**src/rtl/mfs_pkg.sv**
```systemverilog
// constants and types for the mac frame statistics counters
package mfs_pkg;
    localparam logic [7:0] OFF_OVRN = 8'h00;
    localparam logic [7:0] OFF_RSYM = 8'h04;
    localparam logic [7:0] OFF_OCLN = 8'h08;
    localparam logic [7:0] OFF_OERR = 8'h0c;
    localparam logic [7:0] OFF_UNDR = 8'h10;
    localparam logic [7:0] OFF_CTST = 8'h14;
    localparam logic [7:0] OFF_LMIS = 8'h18;
    localparam logic [7:0] OFF_TPSE = 8'h1c;
    localparam logic [7:0] OFF_TUNR = 8'h20;
    localparam logic [7:0] OFF_FCS = 8'h24;
    localparam logic [7:0] OFF_ALN = 8'h28;
    localparam logic [7:0] OFF_CFG = 8'h2c;
    localparam logic [7:0] OFF_ISR = 8'h30;
    localparam logic [7:0] OFF_IMR = 8'h34;
    localparam int CFG_BIG_BIT = 8;
    localparam int CFG_JUMBO_BIT = 3;
    localparam int CFG_HALF_BIT = 4;
    localparam int CFG_LCHK_BIT = 16;
    localparam logic [31:0] CFG_RESET = 32'h0000_0000;
    localparam logic [13:0] LEN_MIN = 14'h0040;
    localparam logic [13:0] LEN_STD = 14'h05ee;
    localparam logic [13:0] LEN_BIG = 14'h0600;
    localparam logic [13:0] LEN_JUMBO = 14'h2800;
    localparam logic [15:0] TYPE_MIN = 16'h0600;
    // 96 bit times; at 10 Mb/s that is 9600 ns, the slowest link
    localparam int SQE_WINDOW_NS = 9600;
    localparam int CLK_PERIOD_NS = 4;
    localparam int SQE_WINDOW_CYC = SQE_WINDOW_NS / CLK_PERIOD_NS;
    localparam int NUM_EVT = 11;
    typedef struct packed {
        logic done;
        logic [13:0] len;
        logic [15:0] len_field;
        logic crc_err;
        logic odd_bits;
        logic sym_err;
        logic addr_match;
        logic dma_overrun;
    } mfs_rx_s;
    typedef struct packed {
        logic done;
        logic underrun;
        logic pause;
    } mfs_tx_s;
    typedef enum logic [2:0] {
        SQE_IDLE = 3'b001,
        SQE_WAIT = 3'b010,
        SQE_SEEN = 3'b100
    } mfs_sqe_e;
endpackage

```
**src/rtl/mfs_stats.sv**
```systemverilog
// statistics counters block with apb slave and interrupt
//
// The address map and the APB register port are this design's own decisions.
`timescale 1ns/100ps
`default_nettype none
module mfs_stats #(
    parameter int SQE_CYC = mfs_pkg::SQE_WINDOW_CYC
) (
    // apb
    input wire logic pclk,
    input wire logic presetn,
    input wire logic psel,
    input wire logic penable,
    input wire logic pwrite,
    input wire logic [7:0] paddr,
    input wire logic [31:0] pwdata,
    output logic [31:0] prdata,
    output logic pready,
    output logic pslverr,
    // frame engines
    input wire mfs_pkg::mfs_rx_s rx_evt,
    input wire mfs_pkg::mfs_tx_s tx_evt,
    // mii pins
    input wire logic tx_en,
    input wire logic col,
    // interrupt
    output logic irq
);
    import mfs_pkg::*;

    logic [7:0] ovrn_reg, rsym_reg, ocln_reg, oerr_reg, undr_reg;
    logic [7:0] ctst_reg, lmis_reg, tunr_reg, fcs_reg, aln_reg;
    logic [15:0] tpse_reg;
    logic [31:0] cfg_reg;
    logic [NUM_EVT-1:0] isr_reg, imr_reg;
    logic [31:0] prdata_reg;
    logic pready_reg, pslverr_reg, irq_reg;
    logic [2:0] en_s1_reg;
    logic [2:0] col_s1_reg;
    logic txen_q_reg, col_q_reg;
    mfs_sqe_e sqe_reg;
    logic [15:0] sqe_cnt_reg;

    function automatic logic [7:0] inc8(input logic [7:0] v, input logic hit);
        inc8 = hit ? v + 8'h01 : v;
    endfunction

    // pin sync: change counts once second and third stages agree
    always_ff @(posedge pclk or negedge presetn) begin
        if (!presetn) begin
            en_s1_reg <= 3'h0;
            col_s1_reg <= 3'h0;
            txen_q_reg <= 1'b0;
            col_q_reg <= 1'b0;
        end else begin
            en_s1_reg <= {en_s1_reg[1:0], tx_en};
            col_s1_reg <= {col_s1_reg[1:0], col};
            if (en_s1_reg[1] == en_s1_reg[2]) begin
                txen_q_reg <= en_s1_reg[2];
            end
            if (col_s1_reg[1] == col_s1_reg[2]) begin
                col_q_reg <= col_s1_reg[2];
            end
        end
    end
    // length classification
    wire big_en = cfg_reg[CFG_BIG_BIT];
    wire jumbo_en = cfg_reg[CFG_JUMBO_BIT];
    wire half_dup = cfg_reg[CFG_HALF_BIT];
    wire lchk_en = cfg_reg[CFG_LCHK_BIT];
    wire [13:0] max_len = jumbo_en ? LEN_JUMBO : (big_en ? LEN_BIG : LEN_STD);
    wire rx_done = rx_evt.done;
    wire any_err = rx_evt.crc_err | rx_evt.sym_err;
    wire too_long = rx_evt.len > max_len;
    wire too_short = rx_evt.len < LEN_MIN;
    wire valid_len = !too_long && !too_short;
    wire hit_ovrn = rx_done && rx_evt.addr_match && rx_evt.dma_overrun;
    wire hit_rsym = rx_done && rx_evt.sym_err;
    wire hit_fcs = rx_done && valid_len && any_err && !rx_evt.odd_bits;
    wire hit_aln = rx_done && valid_len && any_err && rx_evt.odd_bits;
    wire hit_ocln = rx_done && too_long && !any_err;
    wire hit_oerr = rx_done && too_long && any_err;
    wire hit_undr = rx_done && too_short && !any_err;
    wire is_len = rx_evt.len_field < TYPE_MIN;
    wire hit_lmis = rx_done && lchk_en && is_len && !too_long
        && ({2'b00, rx_evt.len} < rx_evt.len_field);
    wire hit_tunr = tx_evt.done && tx_evt.underrun;
    wire hit_tpse = tx_evt.done && tx_evt.pause && !tx_evt.underrun;
    wire hit_ctst;

    // sqe test watch after tx enable falls
    always_ff @(posedge pclk or negedge presetn) begin
        if (!presetn) begin
            sqe_reg <= SQE_IDLE;
            sqe_cnt_reg <= 16'h0000;
        end else begin
            case (sqe_reg)
                SQE_IDLE: begin
                    if (txen_q_reg) begin
                        sqe_reg <= SQE_SEEN;
                    end
                end
                SQE_SEEN: begin
                    sqe_cnt_reg <= 16'h0000;
                    if (!txen_q_reg) begin
                        sqe_reg <= half_dup ? SQE_WAIT : SQE_IDLE;
                    end
                end
                SQE_WAIT: begin
                    sqe_cnt_reg <= sqe_cnt_reg + 16'h0001;
                    if (col_q_reg || txen_q_reg || sqe_cnt_reg == 16'(SQE_CYC - 1)) begin
                        sqe_reg <= txen_q_reg ? SQE_SEEN : SQE_IDLE;
                    end
                end
                default: sqe_reg <= SQE_IDLE;
            endcase
        end
    end
    assign hit_ctst = sqe_reg == SQE_WAIT && !col_q_reg && !txen_q_reg
        && sqe_cnt_reg == 16'(SQE_CYC - 1);

    // apb decode
    wire acc = psel && penable;
    wire wr = acc && pwrite;
    wire rd = acc && !pwrite;
    wire mapped = paddr <= OFF_IMR && paddr[1:0] == 2'b00;
    wire w_ovrn = wr && paddr == OFF_OVRN;
    wire w_rsym = wr && paddr == OFF_RSYM;
    wire w_ocln = wr && paddr == OFF_OCLN;
    wire w_oerr = wr && paddr == OFF_OERR;
    wire w_undr = wr && paddr == OFF_UNDR;
    wire w_ctst = wr && paddr == OFF_CTST;
    wire w_lmis = wr && paddr == OFF_LMIS;
    wire w_tpse = wr && paddr == OFF_TPSE;
    wire w_tunr = wr && paddr == OFF_TUNR;
    wire w_fcs = wr && paddr == OFF_FCS;
    wire w_aln = wr && paddr == OFF_ALN;
    wire w_cfg = wr && paddr == OFF_CFG;
    wire w_imr = wr && paddr == OFF_IMR;
    wire r_isr = rd && paddr == OFF_ISR;
    wire [NUM_EVT-1:0] evt = {hit_aln, hit_fcs, hit_tunr, hit_tpse, hit_lmis, hit_ctst,
        hit_undr, hit_oerr, hit_ocln, hit_rsym, hit_ovrn};
    logic [31:0] rd_mux;
    always_comb begin
        if (paddr == OFF_OVRN) rd_mux = {24'h0, ovrn_reg};
        else if (paddr == OFF_RSYM) rd_mux = {24'h0, rsym_reg};
        else if (paddr == OFF_OCLN) rd_mux = {24'h0, ocln_reg};
        else if (paddr == OFF_OERR) rd_mux = {24'h0, oerr_reg};
        else if (paddr == OFF_UNDR) rd_mux = {24'h0, undr_reg};
        else if (paddr == OFF_CTST) rd_mux = {24'h0, ctst_reg};
        else if (paddr == OFF_LMIS) rd_mux = {24'h0, lmis_reg};
        else if (paddr == OFF_TPSE) rd_mux = {16'h0, tpse_reg};
        else if (paddr == OFF_TUNR) rd_mux = {24'h0, tunr_reg};
        else if (paddr == OFF_FCS) rd_mux = {24'h0, fcs_reg};
        else if (paddr == OFF_ALN) rd_mux = {24'h0, aln_reg};
        else if (paddr == OFF_CFG) rd_mux = cfg_reg;
        else if (paddr == OFF_ISR) rd_mux = {21'h0, isr_reg};
        else if (paddr == OFF_IMR) rd_mux = {21'h0, imr_reg};
        else rd_mux = 32'h0000_0000;
    end

    // counters: software write wins over a same-cycle increment
    always_ff @(posedge pclk or negedge presetn) begin
        if (!presetn) begin
            ovrn_reg <= 8'h00;
            rsym_reg <= 8'h00;
            ocln_reg <= 8'h00;
            oerr_reg <= 8'h00;
            undr_reg <= 8'h00;
            ctst_reg <= 8'h00;
            lmis_reg <= 8'h00;
            tpse_reg <= 16'h0000;
            tunr_reg <= 8'h00;
            fcs_reg <= 8'h00;
            aln_reg <= 8'h00;
        end else begin
            ovrn_reg <= w_ovrn ? pwdata[7:0] : inc8(ovrn_reg, hit_ovrn);
            rsym_reg <= w_rsym ? pwdata[7:0] : inc8(rsym_reg, hit_rsym);
            ocln_reg <= w_ocln ? pwdata[7:0] : inc8(ocln_reg, hit_ocln);
            oerr_reg <= w_oerr ? pwdata[7:0] : inc8(oerr_reg, hit_oerr);
            undr_reg <= w_undr ? pwdata[7:0] : inc8(undr_reg, hit_undr);
            ctst_reg <= w_ctst ? pwdata[7:0] : inc8(ctst_reg, hit_ctst);
            lmis_reg <= w_lmis ? pwdata[7:0] : inc8(lmis_reg, hit_lmis);
            tunr_reg <= w_tunr ? pwdata[7:0] : inc8(tunr_reg, hit_tunr);
            fcs_reg <= w_fcs ? pwdata[7:0] : inc8(fcs_reg, hit_fcs);
            aln_reg <= w_aln ? pwdata[7:0] : inc8(aln_reg, hit_aln);
            if (w_tpse) begin
                tpse_reg <= pwdata[15:0];
            end else if (hit_tpse) begin
                tpse_reg <= tpse_reg + 16'h0001;
            end
        end
    end

    // config, interrupt and bus answer
    always_ff @(posedge pclk or negedge presetn) begin
        if (!presetn) begin
            cfg_reg <= CFG_RESET;
            imr_reg <= '0;
            isr_reg <= '0;
            irq_reg <= 1'b0;
            prdata_reg <= 32'h0000_0000;
            pready_reg <= 1'b0;
            pslverr_reg <= 1'b0;
        end else begin
            if (w_cfg) begin
                cfg_reg <= pwdata;
            end
            if (w_imr) begin
                imr_reg <= pwdata[NUM_EVT-1:0];
            end
            // new event beats the read clear
            isr_reg <= (r_isr && !pready_reg ? '0 : isr_reg) | evt;
            irq_reg <= |(isr_reg & imr_reg);
            pready_reg <= acc && !pready_reg;
            pslverr_reg <= acc && !pready_reg && !mapped;
            prdata_reg <= (rd && !pready_reg) ? rd_mux : 32'h0000_0000;
        end
    end
    assign prdata = prdata_reg;
    assign pready = pready_reg;
    assign pslverr = pslverr_reg;
    assign irq = irq_reg;

    // checks
    undr_count_a: assert property (@(posedge pclk) disable iff (!presetn)
        hit_undr && !w_undr |=> undr_reg == $past(undr_reg) + 8'h01)
        else $error("undersize counter missed");
    oerr_count_a: assert property (@(posedge pclk) disable iff (!presetn)
        hit_oerr && !w_oerr |=> oerr_reg == $past(oerr_reg) + 8'h01)
        else $error("jabber counter missed");
    ocln_excl_a: assert property (@(posedge pclk) disable iff (!presetn)
        rx_done && any_err && !w_ocln |=> $stable(ocln_reg))
        else $error("errored frame counted clean");
    maxlen_a: assert property (@(posedge pclk) disable iff (!presetn)
        rx_done && rx_evt.len == 14'h05ef && !big_en && !jumbo_en && !any_err
        |=> ocln_reg != $past(ocln_reg) || $past(w_ocln))
        else $error("1519 byte frame not oversize");
    lmis_off_a: assert property (@(posedge pclk) disable iff (!presetn)
        !lchk_en && !w_lmis |=> $stable(lmis_reg))
        else $error("mismatch counted while disabled");
    type_a: assert property (@(posedge pclk) disable iff (!presetn)
        rx_done && rx_evt.len_field >= TYPE_MIN && !w_lmis |=> $stable(lmis_reg))
        else $error("type frame counted as mismatch");
    underrun_a: assert property (@(posedge pclk) disable iff (!presetn)
        tx_evt.done && tx_evt.underrun && !w_tpse |=> $stable(tpse_reg))
        else $error("underrun frame touched pause count");
    sym_a: assert property (@(posedge pclk) disable iff (!presetn)
        hit_rsym && !w_rsym |=> rsym_reg == $past(rsym_reg) + 8'h01)
        else $error("symbol error counter missed");
    ovrn_a: assert property (@(posedge pclk) disable iff (!presetn)
        hit_ovrn && !w_ovrn |=> ovrn_reg == $past(ovrn_reg) + 8'h01)
        else $error("overrun counter missed");
    apb_ans_a: assert property (@(posedge pclk) disable iff (!presetn)
        psel && penable && !pready |=> pready ##1 !pready)
        else $error("apb answer not one cycle");
    jab_cv: cover property (@(posedge pclk) disable iff (!presetn) hit_oerr);
    sqe_cv: cover property (@(posedge pclk) disable iff (!presetn) hit_ctst);
    lmis_cv: cover property (@(posedge pclk) disable iff (!presetn) hit_lmis);
    irq_cv: cover property (@(posedge pclk) disable iff (!presetn) irq);
endmodule
`default_nettype wire

```
**config.mk**
```make
export PLATFORM = sky130hd
export DESIGN_NAME = mfs_stats
export DESIGN_NICKNAME = d
export VERILOG_FILES = /design/src/rtl/mfs_pkg.sv /design/src/rtl/mfs_stats.sv
export SDC_FILE = /design/constraint.sdc
export NUM_CORES = 1
export LEC_CHECK = 0
export BUFFER_PORTS_ARGS = -buffer_cell sky130_fd_sc_hd__buf_2
export CORE_MARGIN = 2
export CORE_UTILIZATION = 55
export DETAILED_ROUTE_END_ITERATION = 6
export HOLD_SLACK_MARGIN = 0.12
export MAX_ROUTING_LAYER = met4
export PLACE_DENSITY = 0.75
export SYNTH_ARGS = -nofsm -noshare
export SYNTH_HDL_FRONTEND = slang
export SYNTH_SLANG_ARGS = --single-unit
export TNS_END_PERCENT = 50
```
**constraint.sdc**
```tcl
create_clock -name pclk -period 3.23 [get_ports pclk]
set_input_delay 0.323 -clock pclk [delete_from_list [all_inputs] [get_ports pclk]]
set_output_delay 0.323 -clock pclk [all_outputs]
set_load 0.005 [all_outputs]
```
==> results of run 1 <==
==> worst max-delay path: stages (launching register included) <==
cell      delay (ns)
dfrtp_1         0.41
or2_2           0.38
ha_1            0.30
and4b_1         0.24
a221oi_1        0.34
o21ai_0         0.16
o21a_1          0.35
a211oi_4        0.43
mux2i_1         0.23
a21oi_1         0.08
==> cell type report <==
| class | count | area, sq um | share of cell area [%] |
|---|---|---|---|
| Timing Repair Buffer | 187 | 1190 | 8.77 |
| Tap cell | 270 | 338 | 2.48 |
| Inverter | 25 | 93.8 | 0.689 |
| Antenna cell | 1 | 2.50 | 0.0184 |
| Multi-Input combinational cell | 912 | 5910 | 43.4 |
| Clock buffer | 31 | 646 | 4.74 |
| Sequential cell | 212 | 5310 | 39.0 |
| Clock inverter | 10 | 123 | 0.901 |
==> cell families after synthesis <==
kind of cell | count (synthesis) | share of synthesized area (%)
muxes | 79 | 7.53
buffers and inverters | 85 | 2.85
adders and majority gates | 38 | 4.08
DFF | 212 | 46.0
and+or+nand+nor | 433 | 18.2
AOI/OAI and AO/OA | 278 | 14.9
xor gates and xnor gates | 84 | 6.38
==> worst max path at each step <==
stage / endpoint / from / slack (ns)
finish: lmis_reg[1] / cfg_reg[3] / 0.18
global route: aln_reg[0] / cfg_reg[3] / -0.02
CTS: lmis_reg[1] / cfg_reg[3] / 0.09
detailed placement: lmis_reg[1] / cfg_reg[3] / 0.12
global placement: lmis_reg[1] / cfg_reg[3] / 0.21
floorplan: fcs_reg[5] / cfg_reg[3] / 0.40
==> power breakdown <==
part | leakage, uW | switching [uW] | internal, uW
registers | 0.00279 | 429 | 2940
clock network | 0.000383 | 1120 | 1570
logic | 0.00305 | 556 | 469
==> repair_timing <==
item | 4_1_cts | 5_1_grt
hold buffers | 27 | 0
resized for setup | 0 | 4
endpoints found under the setup margin | 0 | 9
endpoints found under the hold margin | 126 | 0
==> cell usage after synthesis, drive strengths merged (8+ instances only) <==
cell,count
nand4,18
and4,11
mux2i,26
ha,36
nand2,142
nor3,25
xnor2,46
nor4,12
xor2,38
dfrtp,211
nand3,49
a22oi,21
mux2,52
inv,25
nor2,106
and3,32
o21ai,96
a21o,13
a31oi,9
o22ai,8
a21oi,72
buf,10
clkbuf,50
==> routing by layer <==
layer	part of all wire, %	track usage (%)
met1	41	42.2
met2	46	49.8
met3	9.6	6.54
met5	0	-
met4	3.3	11.2
==> through the flow <==
step	util, %	total power [uW]
final	66.6	7090
after global routing	66.6	7400
after CTS	66.6	7080
after detailed placement	61.5	4370
after global placement	61.5	4330
after floorplan	-	3920
==> flow_summary.json, run 1 <==
{
  "syn_to_final_growth_pct": 18.1,
  "hold_path_depth": 3,
  "critPathKind": "reg -> reg",
  "fillCellCount": 1644,
  "worst_slew_pin_slew_ns": 0.791,
  "preCtsSetupSlack_ns": 0.117,
  "first_pass_iters": 5,
  "htreeDepth": 1,
  "via_per_inst": 6.18,
  "wirelength_um": 34400,
  "postSynth.asyncResetShare_pct": 100,
  "yosysUniqueCellTypes": 74,
  "overflow": 0,
  "portBuffers": 120,
  "synth_area_leaders": "dfrtp_1, mux2_2, nand2_1",
  "num_rows": 52,
  "clk_path_buf_depth": 3,
  "final_area_sq_um": 13600,
  "synth_area_sq_um": 11500,
  "yosysTopAreaCellShare_pct": 45.8,
  "ff2ff_path_depth": 9,
  "track_usage_pct": 32.0,
  "hold_path_startpoint": "paddr[5]",
  "startpoint_type": "flop",
  "initial_utilization_pct": 56.4,
  "layout_min_cycle_time_ns": 3.05,
  "hold_slack_ns": 0.168,
  "nets": 1483,
  "antenna_found_initial": 1,
  "syn-num-nets": 1331,
  "io_pins": 121,
  "synth_top_cell_by_area": "dfrtp_1",
  "cts_tree": "done",
  "min_path_type": "in -> reg",
  "final_common_cell": "dfrtp_1",
  "ys_seq_area_share_pct": 46.0,
  "hold_end": "pslverr",
  "reg2reg_slack_ns": 0.18,
  "ys.flop_type": "dfrtp_1",
  "finalClockSkew_ns": 0.00529,
  "ant_nets": 0,
  "coreArea_sq_um": 20400,
  "drtIter0Drc": 1044,
  "cap_violations": 0,
  "cts_setup_buffers": 0,
  "syn_avg_cell_area_sq_um": 9.54,
  "cp_data_arrival_time_ns": 3.46,
  "timing.rr.start": "cfg_reg[3]",
  "grt_pass1_wl_um": 53500,
  "netlist_instances": 1209,
  "grt_pass1_vias": 9937,
  "layout.cells.non_filler": 1648,
  "clk_pin_slew_ns": 0.06,
  "hpwl_um": 23900,
  "power.leakage_uw": 0.00622,
  "placed_area_sq_um": 12600,
  "relSlewSlack_pct": 46.9,
  "status": "complete, no violations",
  "power_density_nw_per_um2": 521,
  "endpoint_kind": "flop",
  "ir_worst_vdd_mv": 0.430,
  "gp_congestion": 1.06,
  "yosysWarnings": 0,
  "rsz0062_at_grt": "true",
  "finalCritPeriodShare_pct": 94.5,
  "final-setup-viol-count": 0,
  "wire_per_inst_um": 20.9,
  "die-area_sq_um": 22100,
  "synth_edf_count": 0,
  "rr_endpoint": "lmis_reg[1]",
  "vias": 10186,
  "synth_seq_cells": 212,
  "hold_violations": 0,
  "die_y_um": 149,
  "die_x_um": 149,
  "dp.cells": 1579,
  "drive_above_1_share_pct": 19.1,
  "grt_max_degree": 95,
  "cts.sinks": 212,
  "clk_latency_ns": 0.53,
  "worst_slack_ns": 0.179,
  "path_max_fanout": 11,
  "worstPathRequired_ns": 3.64,
  "numCtsBuffers": 23,
  "tns_ns": 0,
  "root_buffer": "clkbuf_16",
  "layout_common_cells": "dfrtp_1, nand2_1, buf_2",
  "finalMaxSlewViolations": 0,
  "fmax_mhz": 328,
  "post-route-drc-count": 0
}
Power figures use the tool's default switching activity.
==> inputs of run 2 (changes only) <==
--- a/config.mk
+++ b/config.mk
@@ -7,11 +7,11 @@
 export LEC_CHECK = 0
 export BUFFER_PORTS_ARGS = -buffer_cell sky130_fd_sc_hd__buf_2
 export CORE_MARGIN = 2
-export CORE_UTILIZATION = 55
+export CORE_UTILIZATION = 54
 export DETAILED_ROUTE_END_ITERATION = 6
 export HOLD_SLACK_MARGIN = 0.12
 export MAX_ROUTING_LAYER = met4
-export PLACE_DENSITY = 0.75
+export PLACE_DENSITY = 0.77
 export SYNTH_ARGS = -nofsm -noshare
 export SYNTH_HDL_FRONTEND = slang
 export SYNTH_SLANG_ARGS = --single-unit
==> constraint.sdc (replaced) <==
create_clock -name pclk -period 2.8 [get_ports pclk]
set_input_delay 0.28 -clock pclk [delete_from_list [all_inputs] [get_ports pclk]]
set_output_delay 0.28 -clock pclk [all_outputs]
set_load 0.005 [all_outputs]
==> flow_summary.json, run 2 (synthesis results as in run 1) <==
{
  "final-setup-viol-count": 1,
  "ir_worst_vdd_mv": 0.420,
  "initial_utilization_pct": 54.8,
  "path_max_fanout": 8,
  "status": "finished, violations left",
  "wire_per_inst_um": 21.1,
  "layout_min_cycle_time_ns": 2.82,
  "overflow": 0,
  "worst_slew_pin_slew_ns": 0.814,
  "nets": 1511,
  "first_pass_iters": 6,
  "die_x_um": 150,
  "relSlewSlack_pct": 45.4,
  "grt_pass1_wl_um": 53500,
  "grt_pass1_vias": 9812,
  "cp_data_arrival_time_ns": 3.20,
  "finalMaxSlewViolations": 0,
  "cap_violations": 0,
  "via_per_inst": 6.17,
  "tns_ns": -0.0177,
  "drtIter0Drc": 993,
  "finalCritPeriodShare_pct": 101,
  "post-route-drc-count": 0,
  "power_density_nw_per_um2": 614,
  "final_common_cell": "dfrtp_1",
  "ant_nets": 0,
  "portBuffers": 120,
  "preCtsSetupSlack_ns": -0.163,
  "fmax_mhz": 355,
  "endpoint_kind": "flop",
  "rsz0062_at_grt": "true",
  "cts.sinks": 212,
  "numCtsBuffers": 24,
  "track_usage_pct": 31.5,
  "worstPathRequired_ns": 3.19,
  "p_total_uw": 8760,
  "hold_violations": 0,
  "min_path_type": "in -> reg",
  "die-area_sq_um": 22500,
  "startpoint_type": "flop",
  "cts_tree": "done",
  "die_y_um": 150,
  "clk_pin_slew_ns": 0.07,
  "drive_above_1_share_pct": 22.9,
  "clk_latency_ns": 0.53,
  "root_buffer": "clkbuf_16",
  "power.leakage_uw": 0.00649,
  "failed_checks": "setup timing",
  "wirelength_um": 35500,
  "htreeDepth": 1,
  "worst_slack_ns": -0.0177,
  "dp.cells": 1604,
  "antenna_found_initial": 0,
  "io_pins": 121,
  "hpwl_um": 23800,
  "layout_common_cells": "dfrtp_1, nand2_1, buf_2",
  "gp_congestion": 1.00,
  "coreArea_sq_um": 21000,
  "critPathKind": "reg -> reg",
  "finalClockSkew_ns": 0.0220,
  "num_rows": 53,
  "clk_path_buf_depth": 3,
  "grt_max_degree": 76,
  "syn_to_final_growth_pct": 23.8,
  "vias": 10382,
  "n_antenna_cell": 0,
  "layout.cells.non_filler": 1682
}
run 2: cell count changes in the layout (fill, tap and decap cells not counted), sizes merged:
cell	before	now
clkinv	6	3
buf	160	184
bufinv	2	6
diode	1	0
dlygate4sd3	27	29
inv	27	26
clkinvlp	0	4
run 2: cell type report:
class / instances / area [sq um]
Sequential cell: 212 / 5310
Clock buffer: 30 / 664
Clock inverter: 14 / 240
Fill cell: 1583 / 6740
Multi-Input combinational cell: 912 / 6200
Timing Repair Buffer: 214 / 1430
Tap cell: 275 / 344
Inverter: 25 / 93.8
run 2: power breakdown:
| part | switching (uW) | total, uW | internal (uW) |
|---|---|---|---|
| logic | 680 | 1260 | 583 |
| clock network | 1340 | 3590 | 2250 |
| registers | 515 | 3910 | 3390 |
| total | 2540 | 8760 | 6220 |
run 2: repair_timing:
item | 4_1_cts | 5_1_grt
hold buffers | 29 | 0
setup buffers | 0 | 5
hold endpoints to repair | 110 | 0
setup endpoints to repair | 21 | 28
resized for setup | 7 | 48
pin swaps | 3 | 25
run 2: critical path, cell delays in order, from the launching register on:
cell	delay (ns)
dfrtp_1	0.39
or2_4	0.31
buf_6	0.15
ha_4	0.26
nand4_1	0.12
or3_4	0.44
o21ai_4	0.20
o21ai_2	0.09
buf_6	0.16
or3_4	0.34
xnor2_2	0.16
a21oi_2	0.07
run 2: per-layer routing:
metal / share of wire, % / vias to the layer above / GRT usage, %
met4: 3.1 / 0 / 9.72
met5: 0 / - / -
met1: 41 / 5076 / 41.9
li1: - / 4710 / -
met3: 8.9 / 89 / 5.58
met2: 47 / 507 / 49.7
run 2: stage by stage:
step,hold WS [ns],util [%],area (sq um)
floorplan,-0.0156,-,11500
global placement,0.334,60.6,12700
detailed placement,0.336,60.6,12700
CTS,0.124,66.4,14000
global route,0.172,67.9,14300
finish,0.135,67.9,14300
run 2: worst paths after layout:
check,from,slack [ns],cells past startpoint,end
worst max-delay path,cfg_reg[8],-0.02,11,ocln_reg[4]
worst min-delay path,paddr[5],0.14,3,pslverr
worst max register to register,cfg_reg[8],-0.02,11,ocln_reg[4]
worst min register to register,col_s1_reg[0],0.35,0,col_s1_reg[1]
max in group asynchronous,presetn,1.67,3,imr_reg[6]
min in group asynchronous,presetn,0.36,2,ocln_reg[3]
